$ cat config.mk
export PLATFORM = sky130hd
export DESIGN_NAME = rci_top
export DESIGN_NICKNAME = d
export VERILOG_FILES = /design/src/rci_pkg.sv /design/src/rci_top.sv
export SDC_FILE = /design/constraint.sdc
export NUM_CORES = 1
export LEC_CHECK = 0
export ABC_CLOCK_PERIOD_IN_PS = 2000
export BUFFER_PORTS_ARGS = -buffer_cell sky130_fd_sc_hd__buf_2
export CAP_MARGIN = 5
export CORE_AREA = 2 2 149 151
export DETAILED_ROUTE_END_ITERATION = 6
export DIE_AREA = 0 0 151 153
export PLACE_DENSITY = 0.74
export REMOVE_ABC_BUFFERS = 1
export SETUP_SLACK_MARGIN = 0.4
export SKIP_LAST_GASP = 1
export SLEW_MARGIN = 15
export SYNTH_ARGS = -nofsm -noshare
export SYNTH_HDL_FRONTEND = slang
export SYNTH_SLANG_ARGS = --single-unit
$ cat constraint.sdc
create_clock -name CLK_I -period 2 [get_ports CLK_I]
set_clock_uncertainty 0.1 [all_clocks]
set_input_delay 0.1 -clock CLK_I [delete_from_list [all_inputs] [get_ports CLK_I]]
set_output_delay 0.1 -clock CLK_I [all_outputs]
set_load 0.01 [all_outputs]
$ cat src/rci_pkg.sv
/*
  Constants for the reset-class register initialiser: register indices,
  widths, reset patterns and vectors.
  Assumes the reset controller and core share CLK_I with this block.
*/
// Behaviour
// - timer2 count: ones, zeros, kept on wake
// - timer2 period: cleared at power-on, else sevens ones
// - timer0 control set on hard resets, kept on wake
// - timer0 high cleared on power-on and hard resets, kept on wake; low byte left alone
// - timer1 control cleared; hard resets clear bit six, kept on wake
// - timer1 low cleared at power-on; both kept otherwise
// - serial address, state, controls cleared on hard resets
// - serial buffer cleared only at power-on or brown-out
// - converter control one: power-on loads condition nibble
// - converter controls cleared; result low at power-on only
// - oscillator control patterns with condition bits
// - voltage detect control reloaded on hard resets
// - watchdog control bit cleared on hard resets
// - interrupt wake sets a cause flag
// - enabled interrupt wake loads vector into counter
// - vectored wake pushes counter, advances stack pointer
// - unimplemented bits read as zero
// - port A bits six, seven gated by oscillator mode
// - reset control bits record the reset cause
package rci_pkg;

  localparam int unsigned ADDR_W = 5;
  localparam int unsigned DATA_W = 8;
  localparam int unsigned PC_W = 21;
  localparam int unsigned SP_W = 5;

  // register indices
  localparam logic [4:0] A_TIMER2_COUNT = 5'h00;
  localparam logic [4:0] A_TIMER2_PERIOD = 5'h01;
  localparam logic [4:0] A_TIMER0_CONTROL = 5'h02;
  localparam logic [4:0] A_TIMER0_HIGH = 5'h03;
  localparam logic [4:0] A_TIMER0_LOW = 5'h04;
  localparam logic [4:0] A_TIMER1_CONTROL = 5'h05;
  localparam logic [4:0] A_TIMER1_LOW = 5'h06;
  localparam logic [4:0] A_TIMER1_HIGH = 5'h07;
  localparam logic [4:0] A_SP_ADDRESS = 5'h08;
  localparam logic [4:0] A_SP_STATE = 5'h09;
  localparam logic [4:0] A_SP_CONTROL_ONE = 5'h0A;
  localparam logic [4:0] A_SP_CONTROL_TWO = 5'h0B;
  localparam logic [4:0] A_SP_BUFFER = 5'h0C;
  localparam logic [4:0] A_CONV_CONTROL_ZERO = 5'h0D;
  localparam logic [4:0] A_CONV_CONTROL_ONE = 5'h0E;
  localparam logic [4:0] A_CONV_CONTROL_TWO = 5'h0F;
  localparam logic [4:0] A_CONV_RESULT_LOW = 5'h10;
  localparam logic [4:0] A_OSC_CONTROL = 5'h11;
  localparam logic [4:0] A_VDET_CONTROL = 5'h12;
  localparam logic [4:0] A_WDOG_CONTROL = 5'h13;
  localparam logic [4:0] A_RESET_CONTROL = 5'h14;
  localparam logic [4:0] A_INT_CONTROL = 5'h15;
  localparam logic [4:0] A_PERIPH_FLAGS = 5'h16;
  localparam logic [4:0] A_RET_TOP_UPPER = 5'h17;
  localparam logic [4:0] A_RET_TOP_HIGH = 5'h18;
  localparam logic [4:0] A_RET_TOP_LOW = 5'h19;
  localparam logic [4:0] A_RET_STACK_PTR = 5'h1A;
  localparam logic [4:0] A_PORT_A_PINS = 5'h1B;
  localparam logic [4:0] A_PORT_A_LATCH = 5'h1C;
  localparam logic [4:0] A_PORT_A_DIR = 5'h1D;

  // reset patterns
  localparam logic [7:0] ALL_ONES = 8'hFF;
  localparam logic [7:0] ALL_ZEROS = 8'h00;
  localparam logic [7:0] PERIOD_MASK = 8'h7F;
  localparam logic [7:0] SIX_BIT_MASK = 8'h3F;
  localparam logic [7:0] CONV2_MASK = 8'hBF;
  localparam logic [7:0] VDET_MASK = 8'hBF;
  localparam logic [7:0] VDET_RESET = 8'h05;
  localparam logic [7:0] WDOG_MASK = 8'h01;
  localparam logic [7:0] RESET_CONTROL_MASK = 8'hDF;
  localparam logic [7:0] TOP_UPPER_MASK = 8'h1F;
  localparam logic [7:0] RETURN_STACK_POINTER_MASK = 8'hDF;
  localparam logic [7:0] OSC_RESET = 8'h40;
  localparam logic [7:0] PORT_A_LOW_MASK = 8'h3F;
  localparam logic [7:0] PORT_A_DIR_RESET = 8'hFF;
  localparam int unsigned T1_CLEAR_BIT = 6;
  localparam int unsigned OSC_POR_Q_BIT = 3;
  localparam int unsigned OSC_HARD_Q_BIT = 1;
  localparam int unsigned GIE_HIGH_BIT = 7;
  localparam int unsigned GIE_LOW_BIT = 6;
  // reset control fields (active-low cause flags)
  localparam int unsigned RC_BOR_N = 0;
  localparam int unsigned RC_POR_N = 1;
  localparam int unsigned RC_PD_N = 2;
  localparam int unsigned RC_TO_N = 3;
  localparam int unsigned RC_RI_N = 4;
  localparam logic [7:0] RESET_CONTROL_POR = 8'h1C;
  localparam int unsigned SP_FULL_BIT = 7;
  localparam int unsigned SP_UNDER_BIT = 6;

  localparam logic [20:0] VEC_HIGH = 21'h00_0008;
  localparam logic [20:0] VEC_LOW = 21'h00_0018;

endpackage : rci_pkg

$ cat src/rci_top.sv
/*
  Reset-class register initialiser: holds the core, timer, serial port
  and converter control registers and loads them per reset class.
  Assumes one-cycle reset-class pulses from a reset controller on CLK_I.
*/
// Added by the designer: the strobed register port and the address map.
`timescale 1ns/1ns
`default_nettype none

module rci_top (
  // clock and reset
  input wire logic CLK_I,
  input wire logic RESET_I,
  // reset classes, one-cycle pulses on CLK_I
  input wire logic POR_I,
  input wire logic BOR_I,
  input wire logic MASTER_CLEAR_I,
  input wire logic WDT_RESET_I,
  input wire logic INSTR_RESET_I,
  input wire logic STACK_FULL_I,
  input wire logic STACK_UNDER_I,
  input wire logic WAKE_WDT_I,
  input wire logic WAKE_INT_I,
  // wake-up interrupt detail
  input wire logic [rci_pkg::DATA_W-1:0] WAKE_CAUSE_I,
  input wire logic WAKE_HIGH_PRI_I,
  input wire logic [rci_pkg::PC_W-1:0] PC_I,
  // condition inputs
  input wire logic [3:0] CONV_CFG_I,
  input wire logic OSC_POR_COND_I,
  input wire logic OSC_RUN_COND_I,
  input wire logic OSC_PORT_PINS_I,
  input wire logic SBOR_KEEP_I,
  // port A pins
  input wire logic [rci_pkg::DATA_W-1:0] PORT_A_PINS_I,
  output logic [rci_pkg::DATA_W-1:0] PORT_A_LATCH_O,
  output logic [rci_pkg::DATA_W-1:0] PORT_A_DIR_O,
  // core program counter load
  output logic PC_LOAD_O,
  output logic [rci_pkg::PC_W-1:0] PC_VECTOR_O,
  // register port
  input wire logic [rci_pkg::ADDR_W-1:0] ADDR_I,
  input wire logic [rci_pkg::DATA_W-1:0] WDATA_I,
  input wire logic WE_I,
  input wire logic RE_I,
  output logic [rci_pkg::DATA_W-1:0] RDATA_O
);
  import rci_pkg::*;

  // ------------------------------------------------------------
  // reset classes
  // ------------------------------------------------------------
  logic cls_pwr;
  logic cls_hard;
  logic cls_wake;
  logic vec_wake;

  // RESET_I behaves like power-on so the block is defined from start
  assign cls_pwr = RESET_I | POR_I | BOR_I;
  assign cls_hard = MASTER_CLEAR_I | WDT_RESET_I | INSTR_RESET_I |
                    STACK_FULL_I | STACK_UNDER_I;
  assign cls_wake = WAKE_WDT_I | WAKE_INT_I;

  function automatic logic wr(input logic [4:0] a);
    wr = WE_I && (ADDR_I == a);
  endfunction : wr

  // ------------------------------------------------------------
  // timer registers
  // ------------------------------------------------------------
  logic [7:0] timer2_count_reg;
  logic [7:0] timer2_period_reg;
  logic [7:0] timer0_control_reg;
  logic [7:0] timer0_count_high_reg;
  logic [7:0] timer0_count_low_reg;
  logic [7:0] timer1_control_reg;
  logic [7:0] timer1_count_low_reg;
  logic [7:0] timer1_count_high_reg;

  always_ff @(posedge CLK_I) begin
    if (cls_pwr) begin
      timer2_count_reg <= ALL_ONES;
      timer2_period_reg <= ALL_ZEROS;
    end else if (cls_hard) begin
      timer2_count_reg <= ALL_ZEROS;
      timer2_period_reg <= PERIOD_MASK;
    end else if (cls_wake) begin
      timer2_period_reg <= PERIOD_MASK;
    end else begin
      if (wr(A_TIMER2_COUNT)) begin
        timer2_count_reg <= WDATA_I;
      end
      if (wr(A_TIMER2_PERIOD)) begin
        timer2_period_reg <= WDATA_I & PERIOD_MASK;
      end
    end
  end

  always_ff @(posedge CLK_I) begin
    if (cls_pwr || cls_hard) begin
      timer0_control_reg <= ALL_ONES;
      timer0_count_high_reg <= ALL_ZEROS;
    end else if (!cls_wake) begin
      if (wr(A_TIMER0_CONTROL)) begin
        timer0_control_reg <= WDATA_I;
      end
      if (wr(A_TIMER0_HIGH)) begin
        timer0_count_high_reg <= WDATA_I;
      end
    end
  end

  // low byte of timer0 and high byte of timer1 carry no reset value
  always_ff @(posedge CLK_I) begin
    if (!(cls_pwr || cls_hard || cls_wake)) begin
      if (wr(A_TIMER0_LOW)) begin
        timer0_count_low_reg <= WDATA_I;
      end
      if (wr(A_TIMER1_HIGH)) begin
        timer1_count_high_reg <= WDATA_I;
      end
    end
  end

  always_ff @(posedge CLK_I) begin
    if (cls_pwr) begin
      timer1_control_reg <= ALL_ZEROS;
      timer1_count_low_reg <= ALL_ZEROS;
    end else if (cls_hard) begin
      timer1_control_reg[T1_CLEAR_BIT] <= 1'b0;
    end else if (!cls_wake) begin
      if (wr(A_TIMER1_CONTROL)) begin
        timer1_control_reg <= WDATA_I;
      end
      if (wr(A_TIMER1_LOW)) begin
        timer1_count_low_reg <= WDATA_I;
      end
    end
  end

  // ------------------------------------------------------------
  // serial port and converter
  // ------------------------------------------------------------
  logic [7:0] serial_port_address_reg;
  logic [7:0] serial_port_state_reg;
  logic [7:0] serial_port_control_one_reg;
  logic [7:0] serial_port_control_two_reg;
  logic [7:0] serial_port_buffer_reg;
  logic [7:0] converter_control_zero_reg;
  logic [7:0] converter_control_one_reg;
  logic [7:0] converter_control_two_reg;
  logic [7:0] converter_result_low_reg;

  always_ff @(posedge CLK_I) begin
    if (cls_pwr || cls_hard) begin
      serial_port_address_reg <= ALL_ZEROS;
      serial_port_state_reg <= ALL_ZEROS;
      serial_port_control_one_reg <= ALL_ZEROS;
      serial_port_control_two_reg <= ALL_ZEROS;
    end else if (!cls_wake) begin
      if (wr(A_SP_ADDRESS)) begin
        serial_port_address_reg <= WDATA_I;
      end
      if (wr(A_SP_STATE)) begin
        serial_port_state_reg <= WDATA_I;
      end
      if (wr(A_SP_CONTROL_ONE)) begin
        serial_port_control_one_reg <= WDATA_I;
      end
      if (wr(A_SP_CONTROL_TWO)) begin
        serial_port_control_two_reg <= WDATA_I;
      end
    end
  end

  always_ff @(posedge CLK_I) begin
    if (cls_pwr) begin
      serial_port_buffer_reg <= ALL_ZEROS;
      converter_result_low_reg <= ALL_ZEROS;
    end else if (!(cls_hard || cls_wake)) begin
      if (wr(A_SP_BUFFER)) begin
        serial_port_buffer_reg <= WDATA_I;
      end
      if (wr(A_CONV_RESULT_LOW)) begin
        converter_result_low_reg <= WDATA_I;
      end
    end
  end

  always_ff @(posedge CLK_I) begin
    if (cls_pwr) begin
      converter_control_one_reg <= {4'h0, CONV_CFG_I};
    end else if (cls_hard) begin
      converter_control_one_reg <= ALL_ZEROS;
    end else if (!cls_wake && wr(A_CONV_CONTROL_ONE)) begin
      converter_control_one_reg <= WDATA_I & SIX_BIT_MASK;
    end
  end

  always_ff @(posedge CLK_I) begin
    if (cls_pwr || cls_hard) begin
      converter_control_zero_reg <= ALL_ZEROS;
      converter_control_two_reg <= ALL_ZEROS;
    end else if (!cls_wake) begin
      if (wr(A_CONV_CONTROL_ZERO)) begin
        converter_control_zero_reg <= WDATA_I & SIX_BIT_MASK;
      end
      if (wr(A_CONV_CONTROL_TWO)) begin
        converter_control_two_reg <= WDATA_I & CONV2_MASK;
      end
    end
  end

  // ------------------------------------------------------------
  // oscillator, voltage detect, watchdog, reset cause
  // ------------------------------------------------------------
  logic [7:0] oscillator_control_reg;
  logic [7:0] voltage_detect_control_reg;
  logic [7:0] watchdog_control_reg;
  logic [7:0] reset_control_reg;

  always_ff @(posedge CLK_I) begin
    if (cls_pwr) begin
      oscillator_control_reg <= OSC_RESET;
      oscillator_control_reg[OSC_POR_Q_BIT] <= OSC_POR_COND_I;
    end else if (cls_hard) begin
      oscillator_control_reg <= OSC_RESET;
      oscillator_control_reg[OSC_HARD_Q_BIT] <= OSC_RUN_COND_I;
    end else if (cls_wake) begin
      // only the running-clock status bit may move on wake-up
      oscillator_control_reg[OSC_HARD_Q_BIT] <= OSC_RUN_COND_I;
    end else if (wr(A_OSC_CONTROL)) begin
      oscillator_control_reg <= WDATA_I;
    end
  end

  always_ff @(posedge CLK_I) begin
    if (cls_pwr || cls_hard) begin
      voltage_detect_control_reg <= VDET_RESET;
      watchdog_control_reg <= ALL_ZEROS;
    end else if (!cls_wake) begin
      if (wr(A_VDET_CONTROL)) begin
        voltage_detect_control_reg <= WDATA_I & VDET_MASK;
      end
      if (wr(A_WDOG_CONTROL)) begin
        watchdog_control_reg <= WDATA_I & WDOG_MASK;
      end
    end
  end

  // cause flags are active low; software sets them back to one
  always_ff @(posedge CLK_I) begin
    if (cls_pwr) begin
      reset_control_reg <= RESET_CONTROL_POR;
      reset_control_reg[RC_POR_N] <= !(RESET_I || POR_I);
      reset_control_reg[RC_BOR_N] <= 1'b0;
      reset_control_reg[6] <= SBOR_KEEP_I & !(RESET_I || POR_I);
    end else if (cls_hard) begin
      reset_control_reg[7] <= 1'b0;
      reset_control_reg[RC_RI_N] <= !INSTR_RESET_I;
      reset_control_reg[RC_TO_N] <= !WDT_RESET_I;
      reset_control_reg[RC_PD_N] <= 1'b1;
    end else if (cls_wake) begin
      reset_control_reg[RC_PD_N] <= 1'b0;
      if (WAKE_WDT_I) begin
        reset_control_reg[RC_TO_N] <= 1'b0;
      end
    end else if (wr(A_RESET_CONTROL)) begin
      reset_control_reg <= WDATA_I & RESET_CONTROL_MASK;
    end
  end

  // ------------------------------------------------------------
  // interrupt wake-up, vector and return stack
  // ------------------------------------------------------------
  logic [7:0] interrupt_control_reg;
  logic [7:0] peripheral_flag_reg;
  logic [20:0] return_top_reg;
  logic [7:0] return_stack_pointer_reg;
  logic [20:0] pc_vector_reg;
  logic pc_load_reg;

  assign vec_wake = WAKE_INT_I && !cls_pwr && !cls_hard &&
                    (interrupt_control_reg[GIE_HIGH_BIT] ||
                     interrupt_control_reg[GIE_LOW_BIT]);

  always_ff @(posedge CLK_I) begin
    if (cls_pwr || cls_hard) begin
      interrupt_control_reg <= ALL_ZEROS;
    end else if (!cls_wake && wr(A_INT_CONTROL)) begin
      interrupt_control_reg <= WDATA_I;
    end
  end

  // a wake cause arriving with a software clear wins over the clear
  always_ff @(posedge CLK_I) begin
    if (cls_pwr || cls_hard) begin
      peripheral_flag_reg <= ALL_ZEROS;
    end else begin
      if (wr(A_PERIPH_FLAGS)) begin
        peripheral_flag_reg <= WDATA_I;
      end
      if (WAKE_INT_I) begin
        // an empty cause still leaves bit zero set to mark the wake
        peripheral_flag_reg <= (wr(A_PERIPH_FLAGS) ? WDATA_I :
            peripheral_flag_reg) | WAKE_CAUSE_I |
            {7'h00, ~|WAKE_CAUSE_I};
      end
    end
  end

  always_ff @(posedge CLK_I) begin
    if (cls_pwr) begin
      return_top_reg <= '0;
      return_stack_pointer_reg <= return_stack_pointer_reg &
          {2'b11, 6'h00};
      if (RESET_I) begin
        return_stack_pointer_reg <= ALL_ZEROS;
      end
    end else if (cls_hard) begin
      return_top_reg <= '0;
      return_stack_pointer_reg <= ALL_ZEROS;
      return_stack_pointer_reg[SP_FULL_BIT] <= STACK_FULL_I;
      return_stack_pointer_reg[SP_UNDER_BIT] <= STACK_UNDER_I;
    end else if (vec_wake) begin
      return_top_reg <= PC_I;
      return_stack_pointer_reg[SP_W-1:0] <=
          return_stack_pointer_reg[SP_W-1:0] + 5'd1;
    end else if (!cls_wake) begin
      if (wr(A_RET_TOP_UPPER)) begin
        return_top_reg[20:16] <= WDATA_I[4:0];
      end
      if (wr(A_RET_TOP_HIGH)) begin
        return_top_reg[15:8] <= WDATA_I;
      end
      if (wr(A_RET_TOP_LOW)) begin
        return_top_reg[7:0] <= WDATA_I;
      end
      if (wr(A_RET_STACK_PTR)) begin
        return_stack_pointer_reg <= WDATA_I & RETURN_STACK_POINTER_MASK;
      end
    end
  end

  always_ff @(posedge CLK_I) begin
    if (RESET_I) begin
      pc_load_reg <= 1'b0;
      pc_vector_reg <= '0;
    end else begin
      pc_load_reg <= vec_wake;
      if (vec_wake) begin
        pc_vector_reg <= WAKE_HIGH_PRI_I ? VEC_HIGH : VEC_LOW;
      end
    end
  end

  assign PC_LOAD_O = pc_load_reg;
  assign PC_VECTOR_O = pc_vector_reg;

  // ------------------------------------------------------------
  // port A
  // ------------------------------------------------------------
  logic [7:0] pin_meta_reg;
  logic [7:0] pin_sync_reg;
  logic [7:0] port_a_latch_reg;
  logic [7:0] port_a_direction_reg;
  logic [7:0] port_a_mask;

  assign port_a_mask = OSC_PORT_PINS_I ? ALL_ONES :
                       PORT_A_LOW_MASK;

  always_ff @(posedge CLK_I) begin
    pin_meta_reg <= PORT_A_PINS_I;
    pin_sync_reg <= pin_meta_reg;
  end

  always_ff @(posedge CLK_I) begin
    if (cls_pwr || cls_hard) begin
      port_a_latch_reg <= ALL_ZEROS;
      port_a_direction_reg <= PORT_A_DIR_RESET;
    end else if (!cls_wake) begin
      if (wr(A_PORT_A_LATCH)) begin
        port_a_latch_reg <= WDATA_I;
      end
      if (wr(A_PORT_A_DIR)) begin
        port_a_direction_reg <= WDATA_I;
      end
    end
  end

  assign PORT_A_LATCH_O = port_a_latch_reg & port_a_mask;
  assign PORT_A_DIR_O = port_a_direction_reg | ~port_a_mask;

  // ------------------------------------------------------------
  // read port
  // ------------------------------------------------------------
  logic [7:0] rdata_next;
  logic [7:0] rdata_reg;

  always_comb begin
    rdata_next = ALL_ZEROS;
    case (ADDR_I)
      A_TIMER2_COUNT: rdata_next = timer2_count_reg;
      A_TIMER2_PERIOD: rdata_next = timer2_period_reg & PERIOD_MASK;
      A_TIMER0_CONTROL: rdata_next = timer0_control_reg;
      A_TIMER0_HIGH: rdata_next = timer0_count_high_reg;
      A_TIMER0_LOW: rdata_next = timer0_count_low_reg;
      A_TIMER1_CONTROL: rdata_next = timer1_control_reg;
      A_TIMER1_LOW: rdata_next = timer1_count_low_reg;
      A_TIMER1_HIGH: rdata_next = timer1_count_high_reg;
      A_SP_ADDRESS: rdata_next = serial_port_address_reg;
      A_SP_STATE: rdata_next = serial_port_state_reg;
      A_SP_CONTROL_ONE: rdata_next = serial_port_control_one_reg;
      A_SP_CONTROL_TWO: rdata_next = serial_port_control_two_reg;
      A_SP_BUFFER: rdata_next = serial_port_buffer_reg;
      A_CONV_CONTROL_ZERO: rdata_next = converter_control_zero_reg;
      A_CONV_CONTROL_ONE: rdata_next = converter_control_one_reg;
      A_CONV_CONTROL_TWO: rdata_next = converter_control_two_reg;
      A_CONV_RESULT_LOW: rdata_next = converter_result_low_reg;
      A_OSC_CONTROL: rdata_next = oscillator_control_reg;
      A_VDET_CONTROL: rdata_next = voltage_detect_control_reg;
      A_WDOG_CONTROL: rdata_next = watchdog_control_reg;
      A_RESET_CONTROL: rdata_next = reset_control_reg & RESET_CONTROL_MASK;
      A_INT_CONTROL: rdata_next = interrupt_control_reg;
      A_PERIPH_FLAGS: rdata_next = peripheral_flag_reg;
      A_RET_TOP_UPPER: rdata_next = {3'b000, return_top_reg[20:16]};
      A_RET_TOP_HIGH: rdata_next = return_top_reg[15:8];
      A_RET_TOP_LOW: rdata_next = return_top_reg[7:0];
      A_RET_STACK_PTR: rdata_next = return_stack_pointer_reg & RETURN_STACK_POINTER_MASK;
      A_PORT_A_PINS: rdata_next = pin_sync_reg & port_a_mask;
      A_PORT_A_LATCH: rdata_next = port_a_latch_reg & port_a_mask;
      A_PORT_A_DIR: rdata_next = port_a_direction_reg & port_a_mask;
      default: rdata_next = ALL_ZEROS;
    endcase
  end

  always_ff @(posedge CLK_I) begin
    if (RESET_I) begin
      rdata_reg <= ALL_ZEROS;
    end else if (RE_I) begin
      rdata_reg <= rdata_next;
    end else begin
      rdata_reg <= ALL_ZEROS;
    end
  end

  assign RDATA_O = rdata_reg;

endmodule : rci_top

`default_nettype wire

==> metrics.md, run 1 <==
| Metric | Value |
|---|---|
| Worst EP arrival | `2.07 ns` |
| Met3 Routed Length | `4580 um` |
| Cells after DPL | `between 1.5k and 2k` |
| Overall die height | `153 um` |
| Htree depth | `1` |
| Routed len/inst | `24.9 um` |
| Place WS | `-0.217 ns` |
| Root Driver | `clkbuf_16` |
| Final worst-path setup slack | `0.261 ns` |
| Longest Clk Path Bufs | `3` |
| Initial core utilization | `between 50% and 60%` |
| Drt total wl | `44200 um` |
| Most frequent cells in the layout | `dfxtp_1 (204), buf_4 (161), mux2i_1 (144)` |
| WP buf/inv | `0` |
| Fillers | `1637` |
| Cell variety after synth | `a little over 70` |
| Global-route wire length before repair | `between 60000 and 70000 um` |
| Largest stage delay, worst path | `0.51 ns` |
| Worst hold path type | `primary input to register` |
| Initial antenna violation count | `0` |
| Total gr overflow | `0` |
| Pin count of the biggest net entering global routing | `63` |
| R2r setup slk | `around 0.26 ns` |
| Most common cell after layout, fill and taps aside | `dfxtp_1` |
| WL met2 | `20100 um` |
| Fin crit period | `about 1.7 ns` |
| Later-pin clock latency in the skew report | `0.54 ns` |
| Status | `finished clean` |
| Slew @ Worst Pin | `0.696 ns` |
| Port Buffers | `approximately 100` |
| Synth Flop Type | `dfxtp_1` |
| TritonCTS clock tree | `yes` |
| Cts bufs inserted | `27` |
| CP required | `2.34 ns` |
| DIE WIDTH | `151 um` |
| Post-synthesis sequential area ratio | `45.4%` |
| Rel. slew slack | `53.6%` |
| Nets | `1550` |
| TritonRoute pass-1 iters | `5` |
| Synth Warn # | `0` |
| Die area | `between 0.02 and 0.025 mm2` |
| Final ANT Viol Nets | `0` |
| Leakage | `6.47 nW` |
| Site Rows | `54` |
| M1 WL | `~18000 um` |
| Synthesized flop and latch total | `240` |
| Pwr dens | `728 mW/mm2` |
| Clk sinks | `240` |
| CP cell instances | `mux2_2 > nand3_1 > nand4_1 > or4_4 > o31a_1` |
| Vias in the first global route | `10.5k` |
| Mapped Area | `approximately 0.011 mm2` |
| CP Launch Type | `register` |
| CP max stage cell | `or4_4` |
| DRT iter0 DRCs | `~1.2k` |
| FMAX | `575 MHz` |
| Crit path max-delay family | `simple AND/OR/NAND/NOR gates` |
| GPL Wtd Cong | `1.01` |
| IO Pins | `118` |
| Core box area | `0.0215 mm2` |
| Area grow syn2layout | `33.4%` |
| Antenna diode count | `0` |
| Finished Layout Cells | `1777` |
| Share of layout cells above drive strength 1 | `27.6%` |
| Detailed placer's ending HPWL | `30500 um` |
| Period utilization | `about 87%` |
| RSZ-0062 raised after global routing | `true` |
| GRT Util Overall | `37.8%` |
| Fraction of registers with async set/reset | `0%` |
| Post-synth EDFFs | `30` |
| Highest Signal Layer | `met4` |
| Routed vias | `10.8k` |
| Max-Cap Viols | `0` |
| Slew Limit Fails | `0` |
| WS Path Type | `register to register` |
| # DRC | `0` |
| CP max FO | `2` |
| Worst setup EP type | `register` |
| Worst vdd ir | `571 uV` |
| # setup viols final | `0` |
| Syn avg cell area | `around 9.2 um2` |
| Clock-pin slew on the worst setup and hold paths | `0.07 ns` |
| Hold Vio Cnt, Final | `0` |
| Vias per inst | `6.07` |
| Syn Inst Count | `1216` |
| Largest register FFs | `21` |
==> synthesized netlist by cell type, drive strengths merged (13+ instances only) <==
master	number	area share [%]
nand3	128	6.1
mux2i	146	13
nor3	13	0.67
o21ai	15	0.67
a32oi	18	1.4
nor2	145	4.9
dfxtp	210	37
a21oi	40	1.8
clkbuf	58	1.9
nand4	26	1.6
edfxtp	30	8.0
a211oi	26	1.7
nand2	97	3.2
and3	45	2.5
buf	85	5.0
==> repair_timing <==
item / CTS / global route
endpoints found under the hold margin: 101 / 1
buffers inserted: 2 / 13
gates resized for setup: 27 / 42
pin swaps: 6 / 16
hold buffers: 70 / 1
endpoints found under the setup margin: 7 / 50
cloned: 0 / 1
==> worst register-to-register path: cells and delay by family, from the launching register on <==
family             cells  cell delay [ns]
and+or+nand+nor        3             0.70
DFF                    1             0.33
muxes                  1             0.26
AOI/OAI and AO/OA      1             0.25
==> report_power, final <==
part	total, mW	switching [mW]	internal (mW)	leakage (nW)
sequential	4.95	0.0254	4.92	2.01
clock	4.97	2.09	2.88	0.436
combinational	0.996	0.560	0.436	4.03
total	10.9	2.67	8.24	6.47
==> metal layers <==
layer  up-vias  track usage [%]
met4         0             13.7
met3       117             6.60
met5         -                0
li1       4843                -
met2       652             60.1
met1      5177             51.7
==> through the flow <==
stage	hold WS [ns]	util (%)	instance area, um2	total power, mW	setup TNS (ns)
floorplan	0.0277	-	10500	5.27	-216.44
global placement	0.102	60.4	13000	5.85	-2.99
detailed placement	0.104	60.4	13000	5.85	-4.70
CTS	-0.334	68.4	14700	10.9	0
global route	0.0276	69.7	15000	11.1	0
finish	0.0136	69.7	15000	10.9	0
==> path summary, 6_finish.rpt <==
path                                                    start                    end  depth (start not counted)
worst min register to register                pin_meta_reg[1]        pin_sync_reg[1]                          0
worst min-delay path                               WDATA_I[6]  timer0_control_reg[6]                          4
worst max register to register  converter_control_zero_reg[2]             RDATA_O[2]                          5
worst max-delay path            converter_control_zero_reg[2]             RDATA_O[2]                          5
==> cell type report <==
class / instances / area (um2) / share of cell area [%]
Clock buffer: 41 / 838 / 5.59
Tap cell: 280 / 350 / 2.34
Sequential cell: 240 / 5110 / 34.1
Timing Repair Buffer: 356 / 2920 / 19.5
Inverter: 10 / 37.5 / 0.250
Clock inverter: 8 / 55.1 / 0.367
Multi-Input combinational cell: 842 / 5670 / 37.9
==> logic make-up after synthesis <==
logic type,synth area share (%)
flops,45.4
mux,14.1
compound gates,9.98
simple gates,22.7
other cells,0.0334
buf+inv,7.29
xor+xnor,0.312
fa+ha+maj,0.111
Note: power is estimated with default switching activity, not from simulation.
==> inputs of run 2 (changes only) <==
==> constraint.sdc (replaced) <==
create_clock -name CLK_I -period 2 [get_ports CLK_I]
set_clock_uncertainty 0.1 [all_clocks]
set_input_delay 0.2 -clock CLK_I [delete_from_list [all_inputs] [get_ports CLK_I]]
set_output_delay 0.2 -clock CLK_I [all_outputs]
set_load 0.01 [all_outputs]
==> run 2 against run 1 <==
Net effect: final cell count shrank 0.79%; combinational power shrank 5.3%; power shrank 1.7%; fmax grew 1.7%; design area shrank 1.9%; sequential power is essentially flat; via count grew 0.52%; clock power shrank 3%; register-to-register slack gained 0.03 ns; clock-buffer cell count shrank 2; critical endpoint is now RDATA_O[6]; largest cell class unchanged.
==> metrics.md, run 2 (synthesis results as in run 1) <==
| Metric | Value |
|---|---|
| Initial antenna violation count | `2 (was 0)` |
| Detailed placer's ending HPWL | `30100 um (was 30500 um)` |
| TritonRoute pass-1 iters | `6 (was 5)` |
| Fin crit period | `1.71 ns (was 1.74 ns)` |
| Largest register FFs | `21 (unchanged)` |
| Max-Cap Viols | `0 (unchanged)` |
| TritonCTS clock tree | `yes (unchanged)` |
| Share of layout cells above drive strength 1 | `26.8% (was 27.6%)` |
| Cells after DPL | `1646 (was 1641)` |
| Worst EP arrival | `2.00 ns (was 2.07 ns)` |
| Reg2reg start | `timer2_count_reg[6] (was converter_control_zero_reg[2])` |
| Psw | `2.57 mW (was 2.67 mW)` |
| Worst setup EP type | `register (unchanged)` |
| Later-pin clock latency in the skew report | `0.54 ns (about the same)` |
| Longest Clk Path Bufs | `3 (unchanged)` |
| CP required | `2.29 ns (was 2.34 ns)` |
| Root Driver | `clkbuf_16 (unchanged)` |
| IO Pins | `118 (unchanged)` |
| Slew Limit Fails | `0 (unchanged)` |
| RSZ-0062 raised after global routing | `true (unchanged)` |
| Rel. slew slack | `47.7% (was 53.6%)` |
| Routed vias | `10.8k (about the same)` |
| # DRC | `0 (unchanged)` |
| Clock power frac | `45.1% (was 45.5%)` |
| Sequential share of power | `46.2% (was 45.3%)` |
| Initial core utilization | `52.3% (unchanged)` |
| Htree depth | `1 (unchanged)` |
| Vias per inst | `6.15 (was 6.07)` |
| FMAX | `585 MHz (was 575 MHz)` |
| Hold Vio Cnt, Final | `0 (unchanged)` |
| Antenna diode count | `0 (unchanged)` |
| Clk sinks | `240 (unchanged)` |
| Most common cell after layout, fill and taps aside | `dfxtp_1 (unchanged)` |
| Status | `finished clean (unchanged)` |
| Slew @ Worst Pin | `0.785 ns (was 0.696 ns)` |
| Drt total wl | `43300 um (was 44200 um)` |
| Final ANT Viol Nets | `0 (unchanged)` |
| Final Util | `68.5% (was 69.7%)` |
| Worst min-delay path startpoint | `POR_I (was WDATA_I[6])` |
| Overall die height | `153 um (unchanged)` |
| Most frequent cells in the layout | `dfxtp_1 (207), buf_4 (169), mux2i_1 (144) (was dfxtp_1 (204), buf_4 (161), mux2i_1 (144))` |
| Clock-pin slew on the worst setup and hold paths | `0.06 ns (was 0.07 ns)` |
| R2r setup slk | `0.29 ns (was 0.26 ns)` |
| Routed len/inst | `24.5 um (was 24.9 um)` |
| Core box area | `0.0215 mm2 (unchanged)` |
| Area grow syn2layout | `30.9% (was 33.4%)` |
| WS Path Type | `register to register (unchanged)` |
| Worst vdd ir | `591 uV (was 571 uV)` |
| Nets | `1536 (was 1550)` |
| Final total power | `10.7 mW (was 10.9 mW)` |
| CP Launch Type | `register (unchanged)` |
| DIE WIDTH | `151 um (unchanged)` |
| Hold path cells | `4 (unchanged)` |
| Area post-placement | `0.0130 mm2 (about the same)` |
| Total gr overflow | `0 (unchanged)` |
| Cts bufs inserted | `26 (was 27)` |
| Switching Fraction | `24.0% (was 24.5%)` |
| # setup viols final | `0 (unchanged)` |
| Combinational power share | `8.8% (was 9.1%)` |
| Leakage | `6.32 nW (was 6.47 nW)` |
| GPL Wtd Cong | `1.04 (was 1.01)` |
| Die area | `0.0231 mm2 (unchanged)` |
| Vias in the first global route | `10.4k (was 10.5k)` |
| Port Buffers | `98 (unchanged)` |
| CP max FO | `2 (unchanged)` |
| Site Rows | `54 (unchanged)` |
| Pwr dens | `730 mW/mm2 (was 728 mW/mm2)` |
| Worst setup path startpoint | `timer2_count_reg[6] (was converter_control_zero_reg[2])` |
| Setup_tns | `0 ns (unchanged)` |
| Worst hold path type | `primary input to register (unchanged)` |
| GRT Util Overall | `36.8% (was 37.8%)` |
| Pin count of the biggest net entering global routing | `51 (was 63)` |
| Global-route wire length before repair | `63700 um (was 65200 um)` |
| Period utilization | `85.5% (was 86.9%)` |
| Finished Layout Cells | `1763 (was 1777)` |
| Fin area | `0.0147 mm2 (was 0.0150 mm2)` |
| Internal power | `8.16 mW (was 8.24 mW)` |
| FF-to-FF path depth | `7 (was 5)` |
| DRT iter0 DRCs | `1378 (was 1199)` |
==> run 2: cell count changes in the layout (fill, tap and decap cells not counted), moves of 4 or more <==
cell,previous run,this run
buf_12,23,19
clkbuf_1,3,8
dlygate4sd3_1,68,57
buf_4,161,169
clkbuf_8,11,2
==> run 2: area by class of cell <==
| type | count | area, um2 |
|---|---|---|
| fillers | 1673 | 6780 |
| multi-input cells | 842 | 5630 |
| flip-flops and latches | 240 | 5110 |
| repair buffers | 343 | 2730 |
| clock buffers | 39 | 783 |
| well taps | 280 | 350 |
| clock inverters | 9 | 70.1 |
| inverters | 10 | 37.5 |
==> run 2: power groups by stage <==
stage / clock, mW / combinational (mW) / sequential, mW
final: 4.83 / 0.943 / 4.95
after detailed placement: 0 / 0.787 / 5.06
after global placement: 0 / 0.780 / 5.06
after global routing: 5.02 / 0.975 / 4.95
after floorplan: 0 / 0.232 / 5.04
after CTS: 4.82 / 0.882 / 4.95
==> run 2: worst paths after layout <==
kind,end
hold / removal,reset_control_reg[3]
setup reg to reg,RDATA_O[6]
setup / recovery,RDATA_O[6]
hold reg to reg,pin_sync_reg[5]
==> run 2: metrics by stage <==
stage	hold WS [ns]	setup WS [ns]
after CTS	0.000902	0.291
final	0.0236	0.290
after detailed placement	0.204	-0.308
after global placement	0.203	-0.270
after global routing	0.0342	0.239
after floorplan	0.128	-2.59
==> run 2: routing by layer <==
metal / up-vias / part of all wire [%] / track usage, %
li1: 4808 / - / -
met3: 149 / 11 / 6.84
met5: - / 0.053 / 0
met4: 4 / 4.5 / 15.5
met1: 5149 / 40 / 50.4
met2: 735 / 45 / 56.8
==> run 2: what timing repair did <==
action | in CTS | in global routing
buffers inserted | 3 | 8
endpoints found under the setup margin | 39 | 55
hold endpoints to repair | 59 | 0
pin swaps | 4 | 8
resized for setup | 15 | 40
hold buffers | 57 | 0
gates cloned | 0 | 1
==> run 2: critical path: stages (launching register included) <==
cell       delay [ns]
dfxtp_1          0.35
nor3b_1          0.16
o21ai_1          0.14
buf_4            0.15
nand4_1          0.11
a2111oi_2        0.25
buf_4            0.20
a31oi_1          0.12
==> inputs of run 3 (changes only) <==
--- a/config.mk
+++ b/config.mk
@@ -8,10 +8,11 @@
 export ABC_CLOCK_PERIOD_IN_PS = 2000
 export BUFFER_PORTS_ARGS = -buffer_cell sky130_fd_sc_hd__buf_2
 export CAP_MARGIN = 5
-export CORE_AREA = 2 2 149 151
+export CORE_AREA = 2 2 183 185
+export CTS_BUF_LIST = sky130_fd_sc_hd__clkbuf_16
 export DETAILED_ROUTE_END_ITERATION = 6
-export DIE_AREA = 0 0 151 153
-export PLACE_DENSITY = 0.74
+export DIE_AREA = 0 0 185 187
+export PLACE_DENSITY = 0.52
 export REMOVE_ABC_BUFFERS = 1
 export SETUP_SLACK_MARGIN = 0.4
 export SKIP_LAST_GASP = 1
==> constraint.sdc (replaced) <==
create_clock -name CLK_I -period 2 [get_ports CLK_I]
set_clock_uncertainty 0.1 [all_clocks]
set_input_delay 0.1 -clock CLK_I [delete_from_list [all_inputs] [get_ports CLK_I]]
set_output_delay 0.1 -clock CLK_I [all_outputs]
set_load 0.01 [all_outputs]
==> run 3 against run 2 <==
Net effect: the flow now finishes with violations (hold timing); routed wire length grew 7.8%; final cell count increased by 9.7%; die area up 50%; non-clock buffer count up 1; sequential cell count did not move; sequential power is essentially flat; design area up 2.5%; critical path depth decreased by 2; clock power rose by 1%.
==> metrics.md, run 3 (synthesis results as in run 1) <==
| Metric | Value |
|---|---|
| Status | `finished with violations (was finished clean)` |
| Failing checks | `hold timing` |
| Hold Vio Cnt, Final | `1 (was 0)` |
| GPL Wtd Cong | `1.00 (was 1.04)` |
| Worst vdd ir | `709 uV (was 591 uV)` |
| Overall die height | `187 um (was 153 um)` |
| Most frequent cells in the layout | `dfxtp_1 (203), buf_4 (148), mux2i_1 (144) (was dfxtp_1 (207), buf_4 (169), mux2i_1 (144))` |
| Sequential share of power | `45.8% (was 46.2%)` |
| Nets | `1538 (was 1536)` |
| Drt total wl | `46600 um (was 43300 um)` |
| Fin area | `0.0151 mm2 (was 0.0147 mm2)` |
| FMAX | `551 MHz (was 585 MHz)` |
| Vias per inst | `5.44 (was 6.15)` |
| RSZ-0062 raised after global routing | `true (unchanged)` |
| Later-pin clock latency in the skew report | `0.55 ns (was 0.54 ns)` |
| Total gr overflow | `0 (unchanged)` |
| Pin count of the biggest net entering global routing | `70 (was 51)` |
| Psw | `2.62 mW (was 2.57 mW)` |
| Worst setup EP type | `register (unchanged)` |
| Max-Cap Viols | `0 (unchanged)` |
| Internal power | `8.20 mW (was 8.16 mW)` |
| Rel. slew slack | `42.9% (was 47.7%)` |
| DRT iter0 DRCs | `1081 (was 1378)` |
| Combinational power share | `8.9% (was 8.8%)` |
| IO Pins | `118 (unchanged)` |
| # setup viols final | `0 (unchanged)` |
| Initial antenna violation count | `0 (was 2)` |
| Area post-placement | `0.0132 mm2 (was 0.0130 mm2)` |
| Final Util | `45.9% (was 68.5%)` |
| Detailed placer's ending HPWL | `33800 um (was 30100 um)` |
| Slew @ Worst Pin | `0.857 ns (was 0.785 ns)` |
| Slew Limit Fails | `0 (unchanged)` |
| Period utilization | `90.8% (was 85.5%)` |
| CP Launch Type | `register (unchanged)` |
| FF/Latch Area | `0.00512 mm2 (was 0.00511 mm2)` |
| Htree depth | `1 (unchanged)` |
| Fillers | `3256 (was 1673)` |
| Die area | `0.0346 mm2 (was 0.0231 mm2)` |
| Core box area | `0.0329 mm2 (was 0.0215 mm2)` |
| Clock power frac | `45.2% (was 45.1%)` |
| Global-route wire length before repair | `67500 um (was 63700 um)` |
| WP buf/inv | `0 (was 2)` |
| Longest Clk Path Bufs | `3 (unchanged)` |
| Most common cell after layout, fill and taps aside | `dfxtp_1 (unchanged)` |
| DIE WIDTH | `185 um (was 151 um)` |
| Largest register FFs | `21 (unchanged)` |
| Routed vias | `10.5k (was 10.8k)` |
| Final ANT Viol Nets | `0 (unchanged)` |
| Root Driver | `clkbuf_16 (unchanged)` |
| Switching Fraction | `24.2% (was 24.0%)` |
| Worst hold path type | `primary input to register (unchanged)` |
| WHS | `-0.0619 ns (was 0.0236 ns)` |
| Place WS | `-0.182 ns (was -0.308 ns)` |
| Final worst-path setup slack | `0.184 ns (was 0.290 ns)` |
| Fin crit period | `1.82 ns (was 1.71 ns)` |
| Clock-pin slew on the worst setup and hold paths | `0.06 ns (about the same)` |
| Area grow syn2layout | `34.2% (was 30.9%)` |
| Crit path max-delay family | `simple AND/OR/NAND/NOR gates (was compound AO/OA/AOI/OAI gates)` |
| Cts bufs inserted | `28 (was 26)` |
| Routed len/inst | `24.1 um (was 24.5 um)` |
| Port Buffers | `98 (unchanged)` |
| CP max stage cell | `or4_4 (was dfxtp_1)` |
| Share of layout cells above drive strength 1 | `25.8% (was 26.8%)` |
| CP cell instances | `mux2_4 > nand3_2 > nand4_1 > or4_4 > o31a_1 (was nor3b_1 > o21ai_1 > buf_4 > nand4_1 > a2111oi_2 > buf_4 > a31oi_1)` |
| Initial core utilization | `34.2% (was 52.3%)` |
| TritonCTS clock tree | `yes (unchanged)` |
| Largest stage delay, worst path | `0.53 ns (was 0.35 ns)` |
| Site Rows | `67 (was 54)` |
| # DRC | `0 (unchanged)` |
| Pwr dens | `718 mW/mm2 (was 730 mW/mm2)` |
| Antenna diode count | `0 (unchanged)` |
| TritonRoute pass-1 iters | `5 (was 6)` |
| Area of the multi-input gates | `0.00566 mm2 (was 0.00563 mm2)` |
| GRT Util Overall | `26.6% (was 36.8%)` |
| R2r setup slk | `0.18 ns (was 0.29 ns)` |
| Vias in the first global route | `10.0k (was 10.4k)` |
| CP max FO | `2 (unchanged)` |
| Clk sinks | `240 (unchanged)` |
| CP required | `2.34 ns (was 2.29 ns)` |
| WS Path Type | `register to register (unchanged)` |
| Leakage | `6.36 nW (was 6.32 nW)` |
| Worst EP arrival | `2.15 ns (was 2.00 ns)` |
==> run 3: cell count changes in the layout (fill, tap and decap cells not counted), sizes merged <==
cell         before  now
bufinv            1    2
clkinv            7   12
dlygate4sd3      57   72
and2             11   10
clkinvlp          1    0
inv              10   18
buf             286  272
clkbuf           39   29
==> run 3: final timing paths <==
check	start	end	depth (start not counted)
setup / recovery	converter_control_zero_reg[2]	RDATA_O[2]	5
hold / removal	STACK_UNDER_I	PC_LOAD_O	4
setup reg to reg	converter_control_zero_reg[2]	RDATA_O[2]	5
hold reg to reg	pin_meta_reg[0]	pin_sync_reg[0]	0
==> run 3: tightest hold or removal path, cell delays in order <==
cell and delay (ns):
buf_2 0.10, nor2_1 0.09, nand3_4 0.15, nor2_1 0.09
==> run 3: area by class of cell <==
type | instances | area share [%]
clock buffer | 29 | 4.81
tap | 448 | 3.72
inverter | 10 | 0.249
sequential | 240 | 33.9
timing repair buffer | 344 | 18.7
multi-input combinational | 841 | 37.6
clock inverter | 22 | 0.988
==> run 3: routing by layer <==
metal,routed length [um],track usage (%)
met3,3700,4.73
met5,0,0
met1,20400,37.4
met2,20700,41.4
met4,1770,8.24
==> run 3: power by group through the flow <==
stage          Sequential [mW]  Combinational (mW)  Clock [mW]
2_1_floorplan             5.04               0.232           0
3_3_place_gp              5.06               0.814           0
3_5_place_dp              5.06               0.814           0
4_1_cts                   4.96               0.938        4.97
5_1_grt                   4.95                1.02        5.15
6_report                  4.96               0.968        4.89
==> run 3: metrics by stage <==
| step | total power [mW] | std cells | TNS (ns) |
|---|---|---|---|
| 2_1_floorplan | 5.27 | 1091 | -216.44 |
| 3_3_place_gp | 5.87 | 1806 | -2.57 |
| 3_5_place_dp | 5.87 | 1806 | -2.20 |
| 4_1_cts | 10.9 | 1931 | 0 |
| 5_1_grt | 11.1 | 1934 | 0 |
| 6_report | 10.8 | 1934 | 0 |
==> run 3: timing repair <==
item,in CTS,in global routing
pin swaps,13,13
hold buffers,70,2
hold endpoints to repair,67,3
setup endpoints to repair,7,116
setup buffers,4,1
resized for setup,27,32
